## src/pdi_pkg.sv

```systemverilog
// constants for the pin data and interrupt register block
package pdi_pkg;
   // -------------------------------------------------------------
   // register offsets (byte addresses)
   // -------------------------------------------------------------
   localparam logic [11:0] OFS_PIN_OUT_LOW = 12'h004;
   localparam logic [11:0] OFS_PIN_OUT_LOW_SET = 12'h008;
   localparam logic [11:0] OFS_PIN_OUT_LOW_CLEAR = 12'h00c;
   localparam logic [11:0] OFS_PIN_OUT_HIGH = 12'h010;
   localparam logic [11:0] OFS_PIN_OUT_HIGH_SET = 12'h014;
   localparam logic [11:0] OFS_PIN_OUT_HIGH_CLEAR = 12'h018;
   localparam logic [11:0] OFS_DRIVE_ENABLE_LOW = 12'h020;
   localparam logic [11:0] OFS_DRIVE_ENABLE_LOW_SET = 12'h024;
   localparam logic [11:0] OFS_DRIVE_ENABLE_LOW_CLEAR = 12'h028;
   localparam logic [11:0] OFS_DRIVE_ENABLE_HIGH = 12'h02c;
   localparam logic [11:0] OFS_DRIVE_ENABLE_HIGH_SET = 12'h030;
   localparam logic [11:0] OFS_DRIVE_ENABLE_HIGH_CLEAR = 12'h034;
   localparam logic [11:0] OFS_BOOT_STRAP_CAPTURE = 12'h038;
   localparam logic [11:0] OFS_PAD_LEVEL_LOW = 12'h03c;
   localparam logic [11:0] OFS_PAD_LEVEL_HIGH = 12'h040;
   localparam logic [11:0] OFS_IRQ_PENDING_LOW = 12'h044;
   localparam logic [11:0] OFS_IRQ_PENDING_LOW_SET = 12'h048;
   localparam logic [11:0] OFS_IRQ_PENDING_LOW_CLEAR = 12'h04c;
   localparam logic [11:0] OFS_IRQ_PENDING_HIGH = 12'h050;
   localparam logic [11:0] OFS_IRQ_PENDING_HIGH_SET = 12'h054;
   localparam logic [11:0] OFS_IRQ_PENDING_HIGH_CLEAR = 12'h058;
   localparam logic [11:0] OFS_PER_PIN_CONFIG = 12'h088;
   // -------------------------------------------------------------
   // sizes, fields and reset values
   // -------------------------------------------------------------
   localparam int NUM_PADS = 40;
   localparam int LOW_PADS = 32;
   localparam int HIGH_PADS = 8;
   localparam int CFG_W = 8;
   localparam int CFG_ENA_LSB = 0;
   localparam int CFG_ENA_W = 5;
   localparam int CFG_TRIG_LSB = 5;
   localparam int CFG_TRIG_W = 3;
   localparam logic [31:0] RST_LOW = 32'h0000_0000;
   localparam logic [7:0] RST_HIGH = 8'h00;
   localparam logic [7:0] RST_CFG = 8'h00;
   localparam logic [5:0] RST_STRAP = 6'h00;
   // cycles after reset release until strap capture freezes
   localparam logic [1:0] STRAP_SETTLE_CYCLES = 2'h3;
   // -------------------------------------------------------------
   // trigger select codes
   // -------------------------------------------------------------
   localparam logic [2:0] TRIG_OFF = 3'h0;
   localparam logic [2:0] TRIG_RISE = 3'h1;
   localparam logic [2:0] TRIG_FALL = 3'h2;
   localparam logic [2:0] TRIG_ANY = 3'h3;
   localparam logic [2:0] TRIG_LOW = 3'h4;
   localparam logic [2:0] TRIG_HIGH = 3'h5;
endpackage

```

## src/pdi_regs.sv

```systemverilog
// pin data, drive enable and interrupt pending registers on ahb-lite
// Contract
// RL1: read/write output levels for pads 0-31
// RL2: low output set alias sets written ones
// RL3: low output clear alias clears written ones
// RL4: read/write output levels for pads 32-39
// RL5: high output set/clear aliases act on ones
// RL6: read/write drive enables for pads 0-31
// RL7: low enable set/clear aliases act on ones
// RL8: high drive enables with set/clear aliases
// RL9: strap capture maps six boot pad levels
// RL10: read-only sampled levels of pads 0-31
// RL11: read-only sampled levels of pads 32-39
// RL12: read/write pending bits, pads 0-31
// RL13: software enables per-pin interrupt bits 0-4
// RL14: low pending set alias sets written ones
// RL15: low pending clear alias clears written ones
// RL16: read/write pending bits, pads 32-39
// RL17: high pending set/clear aliases act on ones
// RL18: trigger select picks edge or level condition
// RL19: zero bits untouched, alias reads harmless
`timescale 1ns/1ps
module pdi_regs (
   // clock and reset
   input wire logic i_core_clk,
   input wire logic i_reset,
   // ahb-lite slave
   input wire logic i_hsel,
   input wire logic [31:0] i_haddr,
   input wire logic [1:0] i_htrans,
   input wire logic i_hwrite,
   input wire logic [2:0] i_hsize,
   input wire logic [31:0] i_hwdata,
   input wire logic i_hready,
   output logic [31:0] o_hrdata,
   output logic o_hreadyout,
   output logic o_hresp,
   // pads
   input wire logic [39:0] i_pad_level,
   input wire logic i_test_data_in_pad,
   input wire logic i_test_data_out_pad,
   output logic [39:0] o_pad_out,
   output logic [39:0] o_pad_oe,
   // interrupt
   output logic o_irq
);
   // -------------------------------------------------------------
   // helpers
   // -------------------------------------------------------------
   function automatic logic hit(input logic [11:0] a,
                                input logic [11:0] ofs);
      return a[11:2] == ofs[11:2];
   endfunction

   // plain write, set alias or clear alias on one register
   function automatic logic [31:0] upd(input logic [31:0] cur,
                                       input logic rw,
                                       input logic set,
                                       input logic clr,
                                       input logic [31:0] d);
      logic [31:0] r;
      r = cur;
      if (rw) begin
         r = d;
      end else if (set) begin
         r = cur | d;
      end else if (clr) begin
         r = cur & ~d;
      end
      return r;
   endfunction

   // -------------------------------------------------------------
   // state
   // -------------------------------------------------------------
   logic [31:0] pin_out_low;
   logic [7:0] pin_out_high_bits;
   logic [31:0] drive_enable_low;
   logic [7:0] drive_enable_high_bits;
   logic [31:0] irq_pending_low;
   logic [7:0] irq_pending_high_bits;
   logic [5:0] boot_strap_capture;
   logic [1:0] strap_settle;
   localparam int CFG_W_L = pdi_pkg::CFG_W;
   logic [CFG_W_L-1:0] per_pin_config [0:pdi_pkg::NUM_PADS-1];
   logic [39:0] pad_s1;
   logic [39:0] pad_s2;
   logic [39:0] pad_s3;
   logic [1:0] tap_s1;
   logic [1:0] tap_s2;
   logic wr_valid;
   logic rd_pend;
   logic [11:0] addr_q;

   // -------------------------------------------------------------
   // bus decode
   // -------------------------------------------------------------
   wire take = i_hsel & i_htrans[1] & i_hready;
   wire [31:0] wd = i_hwdata;
   wire w_out_low = wr_valid & hit(addr_q, pdi_pkg::OFS_PIN_OUT_LOW);
   wire w_out_low_set =
      wr_valid & hit(addr_q, pdi_pkg::OFS_PIN_OUT_LOW_SET);
   wire w_out_low_clr =
      wr_valid & hit(addr_q, pdi_pkg::OFS_PIN_OUT_LOW_CLEAR);
   wire w_out_high = wr_valid & hit(addr_q, pdi_pkg::OFS_PIN_OUT_HIGH);
   wire w_out_high_set =
      wr_valid & hit(addr_q, pdi_pkg::OFS_PIN_OUT_HIGH_SET);
   wire w_out_high_clr =
      wr_valid & hit(addr_q, pdi_pkg::OFS_PIN_OUT_HIGH_CLEAR);
   wire w_oe_low = wr_valid & hit(addr_q, pdi_pkg::OFS_DRIVE_ENABLE_LOW);
   wire w_oe_low_set =
      wr_valid & hit(addr_q, pdi_pkg::OFS_DRIVE_ENABLE_LOW_SET);
   wire w_oe_low_clr =
      wr_valid & hit(addr_q, pdi_pkg::OFS_DRIVE_ENABLE_LOW_CLEAR);
   wire w_oe_high =
      wr_valid & hit(addr_q, pdi_pkg::OFS_DRIVE_ENABLE_HIGH);
   wire w_oe_high_set =
      wr_valid & hit(addr_q, pdi_pkg::OFS_DRIVE_ENABLE_HIGH_SET);
   wire w_oe_high_clr =
      wr_valid & hit(addr_q, pdi_pkg::OFS_DRIVE_ENABLE_HIGH_CLEAR);
   wire w_pend_low = wr_valid & hit(addr_q, pdi_pkg::OFS_IRQ_PENDING_LOW);
   wire w_pend_low_set =
      wr_valid & hit(addr_q, pdi_pkg::OFS_IRQ_PENDING_LOW_SET);
   wire w_pend_low_clr =
      wr_valid & hit(addr_q, pdi_pkg::OFS_IRQ_PENDING_LOW_CLEAR);
   wire w_pend_high =
      wr_valid & hit(addr_q, pdi_pkg::OFS_IRQ_PENDING_HIGH);
   wire w_pend_high_set =
      wr_valid & hit(addr_q, pdi_pkg::OFS_IRQ_PENDING_HIGH_SET);
   wire w_pend_high_clr =
      wr_valid & hit(addr_q, pdi_pkg::OFS_IRQ_PENDING_HIGH_CLEAR);
   wire [11:0] cfg_off = addr_q - pdi_pkg::OFS_PER_PIN_CONFIG;
   wire [5:0] cfg_idx = cfg_off[7:2];
   wire cfg_hit = (addr_q >= pdi_pkg::OFS_PER_PIN_CONFIG) &&
                  (cfg_off[11:2] < 10'd40);
   wire w_cfg = wr_valid & cfg_hit;

   // -------------------------------------------------------------
   // trigger detection on synchronised pad levels
   // -------------------------------------------------------------
   logic [39:0] hw_event;
   logic [39:0] irq_mask;
   always_comb begin
      for (int i = 0; i < pdi_pkg::NUM_PADS; i++) begin
         irq_mask[i] = |per_pin_config[i][pdi_pkg::CFG_ENA_LSB +:
                                          pdi_pkg::CFG_ENA_W];
         unique case (per_pin_config[i][pdi_pkg::CFG_TRIG_LSB +:
                                        pdi_pkg::CFG_TRIG_W])
            pdi_pkg::TRIG_RISE: hw_event[i] = pad_s2[i] & ~pad_s3[i];
            pdi_pkg::TRIG_FALL: hw_event[i] = ~pad_s2[i] & pad_s3[i];
            pdi_pkg::TRIG_ANY: hw_event[i] = pad_s2[i] ^ pad_s3[i];
            pdi_pkg::TRIG_LOW: hw_event[i] = ~pad_s2[i];
            pdi_pkg::TRIG_HIGH: hw_event[i] = pad_s2[i];
            default: hw_event[i] = 1'b0;
         endcase
      end
   end // [RL18]

   // -------------------------------------------------------------
   // next register values
   // -------------------------------------------------------------
   wire [31:0] next_out_low =
      upd(pin_out_low, w_out_low, w_out_low_set, w_out_low_clr, wd);
   wire [31:0] out_high_w = upd({24'h0, pin_out_high_bits}, w_out_high,
                                w_out_high_set, w_out_high_clr, wd);
   wire [31:0] next_oe_low = upd(drive_enable_low, w_oe_low,
                                 w_oe_low_set, w_oe_low_clr, wd);
   wire [31:0] oe_high_w = upd({24'h0, drive_enable_high_bits}, w_oe_high,
                               w_oe_high_set, w_oe_high_clr, wd);
   // hardware events are or-ed in last so a set beats a clear
   wire [31:0] next_pend_low = upd(irq_pending_low, w_pend_low,
                                   w_pend_low_set, w_pend_low_clr, wd) |
                               hw_event[31:0];
   wire [31:0] pend_high_w = upd({24'h0, irq_pending_high_bits},
                                 w_pend_high, w_pend_high_set,
                                 w_pend_high_clr, wd);
   wire [7:0] next_pend_high = pend_high_w[7:0] | hw_event[39:32];
   wire [5:0] next_strap = {tap_s2[0], pad_s2[0], pad_s2[2], pad_s2[4],
                            tap_s2[1], pad_s2[5]};

   // -------------------------------------------------------------
   // read mux; aliases and holes read zero
   // -------------------------------------------------------------
   logic [31:0] rdata;
   always_comb begin
      rdata = 32'h0000_0000;
      if (cfg_hit) begin
         rdata = {24'h0, per_pin_config[cfg_idx]};
      end else begin
         unique case ({addr_q[11:2], 2'b00})
            pdi_pkg::OFS_PIN_OUT_LOW: rdata = pin_out_low;
            pdi_pkg::OFS_PIN_OUT_HIGH: rdata = {24'h0, pin_out_high_bits};
            pdi_pkg::OFS_DRIVE_ENABLE_LOW: rdata = drive_enable_low;
            pdi_pkg::OFS_DRIVE_ENABLE_HIGH:
               rdata = {24'h0, drive_enable_high_bits};
            pdi_pkg::OFS_BOOT_STRAP_CAPTURE:
               rdata = {26'h0, boot_strap_capture};
            pdi_pkg::OFS_PAD_LEVEL_LOW: rdata = pad_s2[31:0];
            pdi_pkg::OFS_PAD_LEVEL_HIGH: rdata = {24'h0, pad_s2[39:32]};
            pdi_pkg::OFS_IRQ_PENDING_LOW: rdata = irq_pending_low;
            pdi_pkg::OFS_IRQ_PENDING_HIGH:
               rdata = {24'h0, irq_pending_high_bits};
            default: rdata = 32'h0000_0000;
         endcase
      end
   end // [RL10] [RL11] [RL19]

   // -------------------------------------------------------------
   // bus slave: writes zero wait, reads one wait state
   // -------------------------------------------------------------
   always_ff @(posedge i_core_clk) begin
      if (i_reset) begin
         wr_valid <= 1'b0;
         rd_pend <= 1'b0;
         addr_q <= 12'h000;
         o_hreadyout <= 1'b1;
         o_hrdata <= 32'h0000_0000;
         o_hresp <= 1'b0;
      end else begin
         wr_valid <= take & i_hwrite;
         rd_pend <= take & ~i_hwrite;
         o_hreadyout <= ~(take & ~i_hwrite);
         if (take) begin
            addr_q <= i_haddr[11:0];
         end
         if (rd_pend) begin
            o_hrdata <= rdata;
         end
      end
   end

   // -------------------------------------------------------------
   // pad synchronisers
   // -------------------------------------------------------------
   always_ff @(posedge i_core_clk) begin
      pad_s1 <= i_pad_level;
      pad_s2 <= pad_s1;
      pad_s3 <= pad_s2;
      tap_s1 <= {i_test_data_out_pad, i_test_data_in_pad};
      tap_s2 <= tap_s1;
   end

   // -------------------------------------------------------------
   // data, enable, pending and strap registers
   // -------------------------------------------------------------
   always_ff @(posedge i_core_clk) begin
      if (i_reset) begin
         pin_out_low <= pdi_pkg::RST_LOW;
         pin_out_high_bits <= pdi_pkg::RST_HIGH;
         drive_enable_low <= pdi_pkg::RST_LOW;
         drive_enable_high_bits <= pdi_pkg::RST_HIGH;
         irq_pending_low <= pdi_pkg::RST_LOW;
         irq_pending_high_bits <= pdi_pkg::RST_HIGH;
      end else begin
         pin_out_low <= next_out_low; // [RL1] [RL2] [RL3]
         pin_out_high_bits <= out_high_w[7:0]; // [RL4] [RL5]
         drive_enable_low <= next_oe_low; // [RL6] [RL7]
         drive_enable_high_bits <= oe_high_w[7:0]; // [RL8]
         irq_pending_low <= next_pend_low; // [RL12] [RL14] [RL15]
         irq_pending_high_bits <= next_pend_high; // [RL16] [RL17]
      end
   end

   // strap levels are taken after the synchronisers have filled
   always_ff @(posedge i_core_clk) begin
      if (i_reset) begin
         strap_settle <= 2'h0;
         boot_strap_capture <= pdi_pkg::RST_STRAP;
      end else if (strap_settle != pdi_pkg::STRAP_SETTLE_CYCLES) begin
         strap_settle <= strap_settle + 2'h1;
         boot_strap_capture <= next_strap; // [RL9]
      end
   end

   always_ff @(posedge i_core_clk) begin
      if (i_reset) begin
         for (int i = 0; i < pdi_pkg::NUM_PADS; i++) begin
            per_pin_config[i] <= pdi_pkg::RST_CFG;
         end
      end else if (w_cfg) begin
         per_pin_config[cfg_idx] <= wd[7:0];
      end
   end

   // pending bit reaches the line only if its pin enables it
   always_ff @(posedge i_core_clk) begin
      if (i_reset) begin
         o_irq <= 1'b0;
      end else begin
         o_irq <= |({next_pend_high, next_pend_low} & irq_mask); // [RL13]
      end
   end

   assign o_pad_out = {pin_out_high_bits, pin_out_low};
   assign o_pad_oe = {drive_enable_high_bits, drive_enable_low};
endmodule // pdi_regs

```

## config.mk

```make
export PLATFORM = sky130hd
export DESIGN_NAME = pdi_regs
export DESIGN_NICKNAME = d
export VERILOG_FILES = /design/src/pdi_pkg.sv /design/src/pdi_regs.sv
export SDC_FILE = /design/constraint.sdc
export NUM_CORES = 1
export LEC_CHECK = 0
export BUFFER_PORTS_ARGS = -buffer_cell sky130_fd_sc_hd__buf_2
export CORE_ASPECT_RATIO = 0.6
export CORE_MARGIN = 5
export CORE_UTILIZATION = 33
export CTS_BUF_LIST = sky130_fd_sc_hd__clkbuf_4 sky130_fd_sc_hd__clkbuf_8
export CTS_CLUSTER_DIAMETER = 80
export DETAILED_ROUTE_END_ITERATION = 8
export PLACE_DENSITY = 0.57
export SYNTH_ARGS = -nofsm -noshare
export SYNTH_HDL_FRONTEND = slang
export SYNTH_SLANG_ARGS = --single-unit
```

## constraint.sdc

```tcl
create_clock -name i_core_clk -period 5.83 [get_ports i_core_clk]
set_input_delay 1.166 -clock i_core_clk [delete_from_list [all_inputs] [get_ports i_core_clk]]
set_output_delay 1.166 -clock i_core_clk [all_outputs]
set_load 0.01 [all_outputs]
```

## Yosys cells after proc, flatten, opt, wreduce, memory -nomap -nowiden

Memory sizes are Yosys's and may differ from the RTL's.
Cells that the tools add are included.

| operators by class | value |
|---|---|
| add/sub/neg operators | 2 |
| order comparisons | 2 |
| equal/unequal tests | 222 |
| mux-type cells | 68 |
| bitwise operators | 241 |
| reduce and logical (&&, ||, !) cells | 47 |

Operators with widths:

| operator | number |
|---|---|
| 32-bit two-way mux | 10 |
| 32-bit one-hot mux with 9 select lines | 1 |
| 3-bit by 2-bit == test with 1-bit output, second input constant | 80 |
| 3-bit == test, second input constant | 80 |
| 1-bit one-hot mux with 5 select lines | 40 |
| 5-bit OR reduction | 40 |
| 32-bit OR | 4 |
| 3-bit by 1-bit == test with 1-bit output, second input constant | 40 |
| 1-bit AND | 103 |
| 32-bit AND | 3 |
| 1-bit NOT | 82 |
| 10-bit by 4-bit == test with 1-bit output, second input constant | 8 |
| 8-bit two-way mux | 10 |
| 10-bit by 5-bit == test with 1-bit output, second input constant | 7 |
| 40-bit AND | 1 |
| 40-bit OR reduction | 1 |
| 1-bit bitwise XOR | 40 |
| 32-bit NOT | 1 |
| 8-bit OR | 4 |
| 10-bit by 3-bit == test with 1-bit output, second input constant | 3 |
| 8-bit AND | 3 |
| 10-bit by 2-bit == test with 1-bit output, second input constant | 2 |
| 12-bit by 8-bit greater-or-equal comparator with 1-bit output, second input constant | 1 |
| 3-bit nonzero test | 4 |
| other kinds (9) | 14 |

| word-level totals | value |
|---|---|
| register bits after elaboration | 300 |
| memory bits (writable) | 320 |
| input port bits | 116 |
| output and inout port bits | 115 |
| word-level logic and storage cells | 602 |
| memories | 1 |

Memories:

| name | depth | width | rd ports | clocked after memory_dff | write ports | line | source |
|---|---|---|---|---|---|---|---|
| per_pin_config | 40 | 8 | 41 | 0 | 40 | pdi_regs.sv:85 | `logic [CFG_W_L-1:0] per_pin_config [0:pdi_pkg::NUM_PADS-1];` |

## Logic depth before layout (Yosys ltp)

Gate-level depths: netlist of run 1.

| logic depth | value |
|---|---|
| depth in word-level cells | 9 |
| depth in mapped cells | 15 |
| depth with buffers taken out | 9 |

## Least setup slack after synthesis of run 1

OpenSTA, ideal clock, no wires.

| timing | value |
|---|---|
| path type | reg2reg |
| start | register addr_q[3] |
| end | memory per_pin_config[0][0] in the netlist's numbering, enable pin |
| setup time | 384 ps |
| arrival | 3884 ps |
| required time | 5446 ps |
| setup slack | 1562 ps |
| cell stages (with the launch flop) | 15 |
| path buffers | 6 |
| period minus slack after synthesis | 4268 ps |
| cells stage by stage | dfxtp_1 buf_2 buf_2 buf_2 inv_1 clkbuf_1 ha_1 clkbuf_1 nor3b_1 xor2_1 nand3_1 inv_1 nand4_1 clkbuf_1 o21ai_0 |

RTL lines:

| element | line | source |
|---|---|---|
| from (decl) | pdi_regs.sv:93 | `logic [11:0] addr_q;` |
| from (signal assigned) | pdi_regs.sv:224 | `addr_q <= i_haddr[11:0];` |
| to (decl) | pdi_regs.sv:85 |  |

==> metrics.sh, run 1 <==
WORST_SKEW_PAIR.LATE_LATENCY_NS=0.83
TRITONCTS_NUM_SINKS=810
NUM_ROWS=95
WORST_SETUP_PATH_END_KIND='flip-flop'
SETUP.REG_TO_REG.WORST_SLACK_NS=0.91
TOTAL_POWER_mW=12.69
TIMING.RR.END='per_pin_config[9][2]'
SEQ_AREA_FRAC_SYNTH_PCT=57.63
TIMING.FINAL.SETUP_VIOLATIONS=0
FIRST_PASS_GRT_WIRE_LENGTH_UM=183500
FMAXACHIEVABLE_GHz=0.2031
POST-CTS-SETUP-BUFFERS=0
FIN_WORST_SKEW_NS=0.06442
PATH_CELLS='inv_1 > ha_1 > nor2_1 > o21ai_0 > a311oi_1 > nand4_1 > nor2_1 > and2_1'
DRC=0
SETUP_REPAIR_AFTER_GLOBAL_ROUTING_MISSED_ITS_MARGIN='false'
SYNTH_CELL_TYPE_COUNT=72
ASYNC_FLOP_SHARE_PCT=0
WORST-SETUP-PATH-TYPE='flip-flop to flip-flop'
YS_DOMINANT_REG_CELL='edfxtp_1'
FIRST_GLOBAL_VIAS=25364
SLOWEST_STAGE_CELL_CRIT_PATH='nand4_1'
GRT_UTIL_ALL_LAYERS_PCT=20.89
GR-TOTAL-OVERFLOW=0
CTS_ROOT_BUFFER='clkbuf_8'
POWER_DENSITY_nW_PER_UM2=292.7
FINALWORSTSETUPSLACK_NS=0.9059
MAX_STAGE_DELAY_NS=1.02
MAX_SLEW.WORST_PIN.SLEW_NS=1.360
WORST_SETUP_PATH_STARTPOINT='addr_q[4]'
WORST_SETUP_PATH_ENDPOINT='per_pin_config[9][2]'
HOLD_PATH.CLASS='flip-flop to flip-flop'
HOLD_VIOL_FINAL=0
PRE_CTS_WS_NS=1.200
CRITPATHLAUNCHTYPE='flip-flop'
YOSYSWARNINGS=0
CP.ARRIVAL_NS=5.57
PLACE_CONGESTION=0.9353
POST_SYNTH.CELL_AREA_AVG_SQ_UM=12.14
MIN_PERIOD_OVER_PERIOD_PCT=84.46
FLOORPLAN.INITIALDENSITY_PCT=33.18
CRIT_PATH_FREQUENT_CELL='nor2_1'
MAX-SLEW-MARGIN-REL_PCT=7.879
CTS_INSERTED_BUFFERS=119
FINISH.NET_COUNT=3682
CORE_AREA_SQ_UM=111600
TIMING.MAX_CAP.VIOLATIONS=0
TIMING.RR.START='addr_q[4]'
MAXIMUM_NUMBER_OF_PINS_ON_ONE_NET_BEFORE_GLOBAL_ROUTE_REPAIR=130
RUN_STATUS='complete, no violations'
DIEAREA_SQ_UM=119200
GRT_ANTENNA_BEFORE_REPAIR=11
POSTROUTEANTENNANETS=0
DIE_Y_UM=269.5
CTS_BUFFER_DEPTH=3
FRACTION_OF_FINAL_LAYOUT_CELLS_WITH_DRIVE_STRENGTH_GREATER_THAN_1_PCT=18.96
VIAS=27135
STATIC-LEAKAGE-POWER_nW=16.37
FIN_MAX_SLEW_VIOS=0
REG2REGPATHDEPTH=8
VDD.IR_DROP.WORST_mV=0.1852
POST-ROUTE-MIN-PERIOD_NS=4.924
NETLIST_INSTANCES=3051
POST_CTS_RESIZE_COUNT=0
WL_PER_CELL_UM=25.19
DPL.HPWL_UM=94310
TNS_NS=0
WIRELENGTH_UM=128100
POST_SYNTH_INSTANCE_AREA_SQ_UM=37030
CLK_TRANSITION_REPORTED_PATHS_NS=0.07
DR.FIRST_ITER.DRC_COUNT=4025
PATH_MAX_FANOUT=17
TRITONCTS='yes'
FILL_CELLS=10682
PLACE.PORT_BUFFERS=203
DIE_WIDTH_UM=442.5
AREA_DELTA_SYNTH_FINAL_PCT=17.04
DETAIL_ROUTE.VIAS_PER_CELL=5.333
REQUIRED_TIME_OF_THE_CRITICAL_PATH_NS=6.47
WORST_HOLD_PATH_CELL_COUNT=0
DESIGN.PORTCOUNT=231
SYNTH-EDFF-COUNT=512
CTS-HOLD-FIX-BUFFERS=0
CLOCK_TREE.HTREE_LEVEL_COUNT=3
POSTSYNTHREGISTERBITS=810
DRTPASS1ITERATIONS=8
==> where the power goes <==
part	total (mW)	internal, mW	switching (mW)
combinational	1.06	0.380	0.681
sequential	6.56	6.36	0.195
clock	5.07	2.70	2.37
total	12.7	9.44	3.24
==> area by class of cell <==
type	count	area (sq um)	share of cell area (%)
Antenna cell	3	7.507	0.01732
Clock buffer	178	2250	5.191
Clock inverter	45	371.6	0.8574
Inverter	104	390.4	0.9007
Multi-Input combinational cell	2147	15330	35.38
Sequential cell	810	21350	49.26
Tap cell	1503	1881	4.339
Timing Repair Buffer	298	1760	4.062
==> worst max-delay path: cells and delay by family (launching register included) <==
kind | cells | cell delay, ns
simple gates | 4 | 2.14
buf+inv | 1 | 0.36
compound gates | 2 | 1.04
fa+ha+maj | 1 | 0.43
flops | 1 | 0.76
==> cell usage in the layout (no fill, tap or decap), drive strengths merged, types with 32 or more instances in the layout <==
| cell type | n |
|---|---|
| o21ai | 188 |
| inv | 106 |
| xnor2 | 32 |
| mux2i | 56 |
| conb | 193 |
| mux4 | 142 |
| and2 | 331 |
| dfxtp | 298 |
| ha | 86 |
| a21oi | 175 |
| nand2 | 163 |
| nor2 | 214 |
| clkinv | 37 |
| a222oi | 40 |
| nand2b | 44 |
| nor2b | 66 |
| nor3 | 46 |
| clkbuf | 178 |
| buf | 298 |
| edfxtp | 512 |
| a22oi | 58 |
==> sequential cells by signal (all words and copies together) (netlist names), named ones only <==
register / cells
o_irq: 1
pad_s1: 40
tap_s2: 2
strap_settle: 2
boot_strap_capture: 6
pad_s3: 40
tap_s1: 2
o_hreadyout: 1
o_hrdata: 32
wr_valid: 1
irq_pending_low: 32
rd_pend: 1
pad_s2: 40
addr_q: 10
per_pin_config: 512
irq_pending_high_bits: 8
==> metal layers <==
layer | track usage [%] | part of all wire (%) | vias up
met1 | 31.54 | 45 | 13420
li1 | - | - | 11973
met4 | 5.116 | 2.3 | 6
met2 | 25.51 | 36 | 1555
met5 | 1.786 | 0.24 | -
met3 | 10.71 | 16 | 181
==> worst min path at each step <==
stage / start / endpoint / slack [ns]
5_1_grt: pad_s1[4] / pad_s2[4] / 0.33
2_1_floorplan: pad_s1[0] / pad_s2[0] / 0.31
3_3_place_gp: pad_s1[23] / pad_s2[23] / 0.31
4_1_cts: pad_s1[20] / pad_s2[20] / 0.33
6_report: pad_s1[21] / pad_s2[21] / 0.32
3_5_place_dp: pad_s1[20] / pad_s2[20] / 0.31
==> cell usage after synthesis (all sizes together) (4+ instances only) <==
master	n	area, sq um
a211oi	26	195.2
a21o	9	67.56
a21oi	175	875.8
a222oi	40	400.4
a22o	6	52.55
a22oi	58	435.4
a311oi	6	52.55
a31oi	18	112.6
a32oi	9	78.83
and2	331	2071
and3	13	81.33
and3b	26	227.7
and4	4	35.03
buf	44	220.2
clkbuf	138	518.0
dfxtp	298	5966
edfxtp	512	15370
ha	86	1076
inv	104	390.4
mux2i	56	560.5
mux4	142	3198
nand2	163	611.8
nand2b	44	275.3
nand3	23	115.1
nand3b	4	30.03
nand4	14	87.58
nor2	214	803.3
nor2b	66	412.9
nor3	46	230.2
nor4	9	68.81
o2111ai	9	78.83
o21a	5	37.54
o21ai	188	940.9
o22a	5	43.79
o22ai	13	81.33
o311ai	8	70.07
o41a	4	45.04
o41ai	5	43.79
or2	15	93.84
or3	5	31.28
or4	23	172.7
xnor2	32	280.3
xor2	17	148.9
==> kinds of logic after synthesis <==
family,count (synthesis),synth area share (%)
flip-flops,810,57.63
AO/OA/AOI/OAI,613,10.45
other,1,0.01013
multiplexers,198,10.15
AND/OR/NAND/NOR,1008,14.64
adder cells (fa/ha/maj),86,2.906
XOR/XNOR,49,1.159
buffers and inverters,286,3.048
==> through the flow <==
stage / std cells / utilization, % / hold WS, ns / area [sq um]
global placement: 4862 / 36.48 / 0.3125 / 40710
finish: 5088 / 38.83 / 0.3214 / 43340
global route: 5086 / 38.83 / 0.3338 / 43340
detailed placement: 4862 / 36.48 / 0.3121 / 40710
floorplan: 3243 / - / 0.3096 / 37750
CTS: 5085 / 38.82 / 0.3274 / 43330
Power figures use the tool's default switching activity.
==> inputs of run 2 (changes only) <==
==> constraint.sdc (replaced) <==
create_clock -name i_core_clk -period 4.6 [get_ports i_core_clk]
set_input_delay 0.92 -clock i_core_clk [delete_from_list [all_inputs] [get_ports i_core_clk]]
set_output_delay 0.92 -clock i_core_clk [all_outputs]
set_load 0.01 [all_outputs]
==> run 2 against run 1 <==
Via count rose by 0.46%. Highest routed layer unchanged. Core utilization barely moved. Design area barely moved. First-iteration DRC count fell by 4.9%. Non-clock buffer count rose by 10. Sequential share of layout area barely moved. Clock skew fell by 0.0038 ns. Combinational power rose by 28%. Count of clock-buffer cells in the layout fell by 16. Total power rose by 26%. Register-to-register slack got worse by 0.47 ns. Largest cell class unchanged. Critical path depth did not move.
==> metrics.sh, run 2 (same netlist as run 1, synthesis figures left out) <==
DRTPASS1ITERATIONS=7
TIMING.FINAL.SETUP_VIOLATIONS=0
PLACE_CONGESTION=0.9604
GRT_UTIL_ALL_LAYERS_PCT=21.21
FINISH.NET_COUNT=3692
FLOORPLAN.INITIALDENSITY_PCT=33.18
WORST_SKEW_PAIR.LATE_LATENCY_NS=0.84
TNS_NS=0
CLK_TRANSITION_REPORTED_PATHS_NS=0.07
DIE_Y_UM=269.5
AREA_DELTA_SYNTH_FINAL_PCT=17.07
NUM_ROWS=95
CLOCK_TREE.HTREE_LEVEL_COUNT=3
DPL.HPWL_UM=96580
WORST-SETUP-PATH-TYPE='flip-flop to flip-flop'
FRACTION_OF_FINAL_LAYOUT_CELLS_WITH_DRIVE_STRENGTH_GREATER_THAN_1_PCT=18.66
FINAL_UTIL_PCT=38.84
MAX_SLEW.WORST_PIN.SLEW_NS=1.457
LARGEST_REGISTER_FF_COUNT=512
TIMING.MAX_CAP.VIOLATIONS=0
PRE_CTS_WS_NS=0.5840
WORST_SETUP_PATH_END_KIND='flip-flop'
TRITONCTS='yes'
HOLD_PATH.CLASS='input port to flip-flop'
PLACEDCELLCOUNT=4872
LAYOUT.CELLS.MOST_COMMON='edfxtp_1'
MIN_PERIOD_OVER_PERIOD_PCT=90.45
STATIC-LEAKAGE-POWER_nW=16.35
SETUP_REPAIR_AFTER_GLOBAL_ROUTING_MISSED_ITS_MARGIN='false'
FIN_MAX_SLEW_VIOS=0
DETAIL_ROUTE.VIAS_PER_CELL=5.350
GR-TOTAL-OVERFLOW=0
FINALWORSTSETUPSLACK_NS=0.4391
POSTROUTEANTENNANETS=0
LARGEST-REGISTER='per_pin_config'
PATH_MAX_FANOUT=38
PLACE.PORT_BUFFERS=203
FINAL_CELL_AREA_SQ_UM=43350
WL_PER_CELL_UM=25.51
FILL_CELLS=10722
SLOWEST_STAGE_CELL_CRIT_PATH='nor3_1'
POWER_DENSITY_nW_PER_UM2=367.8
REQUIRED_TIME_OF_THE_CRITICAL_PATH_NS=5.14
CORE_AREA_SQ_UM=111600
MAXIMUM_NUMBER_OF_PINS_ON_ONE_NET_BEFORE_GLOBAL_ROUTE_REPAIR=152
PATH_CELLS='buf_4 > nor4_1 > mux2i_1 > a22oi_1 > o22ai_1 > nand4_1 > nor3_1 > or2_2'
POST-CTS-SETUP-BUFFERS=0
TRITONCTS_NUM_SINKS=810
DIE_WIDTH_UM=442.5
MULTI_INPUT_AREA_SQ_UM=15330
VDD.IR_DROP.WORST_mV=0.3295
CRITPATHLAUNCHTYPE='flip-flop'
DRC=0
DPL_CELL_AREA_SQ_UM=40840
FIRST_PASS_GRT_WIRE_LENGTH_UM=186200
POST_CTS_RESIZE_COUNT=0
CTS_BUFFER_DEPTH=3
INSTANCES_NO_FILL=5095
FIN_WORST_SKEW_NS=0.06066
PATH_DELAY_FAMILY='simple AND/OR/NAND/NOR gates'
CTS_INSERTED_BUFFERS=119
POST-ROUTE-MIN-PERIOD_NS=4.161
DIEAREA_SQ_UM=119200
HOLD_VIOL_FINAL=0
CP.ARRIVAL_NS=4.70
CTS_ROOT_BUFFER='clkbuf_8'
MAX_STAGE_DELAY_NS=0.95
FMAXACHIEVABLE_GHz=0.2403
FIRST_GLOBAL_VIAS=25489
MAX-SLEW-MARGIN-REL_PCT=1.841
CP_NUM_BUF_INV=1
SEQ_AREA_SQ_UM=21350
DESIGN.PORTCOUNT=231
RUN_STATUS='complete, no violations'
DR.FIRST_ITER.DRC_COUNT=3826
LAYOUT_COMMON_CELLS='edfxtp_1, and2_1, dfxtp_1, nor2_1, buf_2'
VIAS=27259
CTS-HOLD-FIX-BUFFERS=0
WIRELENGTH_UM=130000
GRT_ANTENNA_BEFORE_REPAIR=8
[run 2: changes by cell type in the layout (fill, tap and decap cells not counted), sizes merged]
cell      delta
clkinv      +12
diode        -2
bufinv       +3
inv          -2
clkinvlp     +2
clkbuf      -16
buf         +10
[run 2: power breakdown]
group	switching [mW]	leakage, nW	internal [mW]	total (mW)
logic	0.869	7.39	0.489	1.36
clock network	2.98	1.32	3.30	6.28
registers	0.245	7.64	8.06	8.31
total	4.10	16.4	11.8	15.9
[run 2: worst paths after layout]
path / endpoint / start / cells after the start / slack (ns)
worst max-delay path: per_pin_config[22][0] / addr_q[3] / 8 / 0.44
worst min-delay path: pad_s1[20] / i_pad_level[20] / 1 / 0.18
worst max register to register: per_pin_config[22][0] / addr_q[3] / 8 / 0.44
worst min register to register: pad_s2[21] / pad_s1[21] / 0 / 0.32
[run 2: through the flow]
step | hold WS (ns) | power [mW]
after floorplan | 0.3096 | 9.091
after global routing | 0.1145 | 16.53
after CTS | 0.1039 | 16.05
after detailed placement | 0.3121 | 9.772
final | 0.1801 | 15.95
after global placement | 0.3127 | 9.757
[run 2: area by class of cell]
class	instances	share of cell area (%)
clock inverters	60	1.146
clock buffers	162	4.652
diodes	1	0.005772
inverters	104	0.9005
well taps	1503	4.338
repair buffers	308	4.349
flip-flops and latches	810	49.24
multi-input cells	2147	35.36
[run 2: routing by layer]
metal  share of wire, %  GRT usage [%]
met5              0.019              0
met4                1.8          4.352
met3                 15          9.891
met2                 36          25.51
met1                 47          33.51
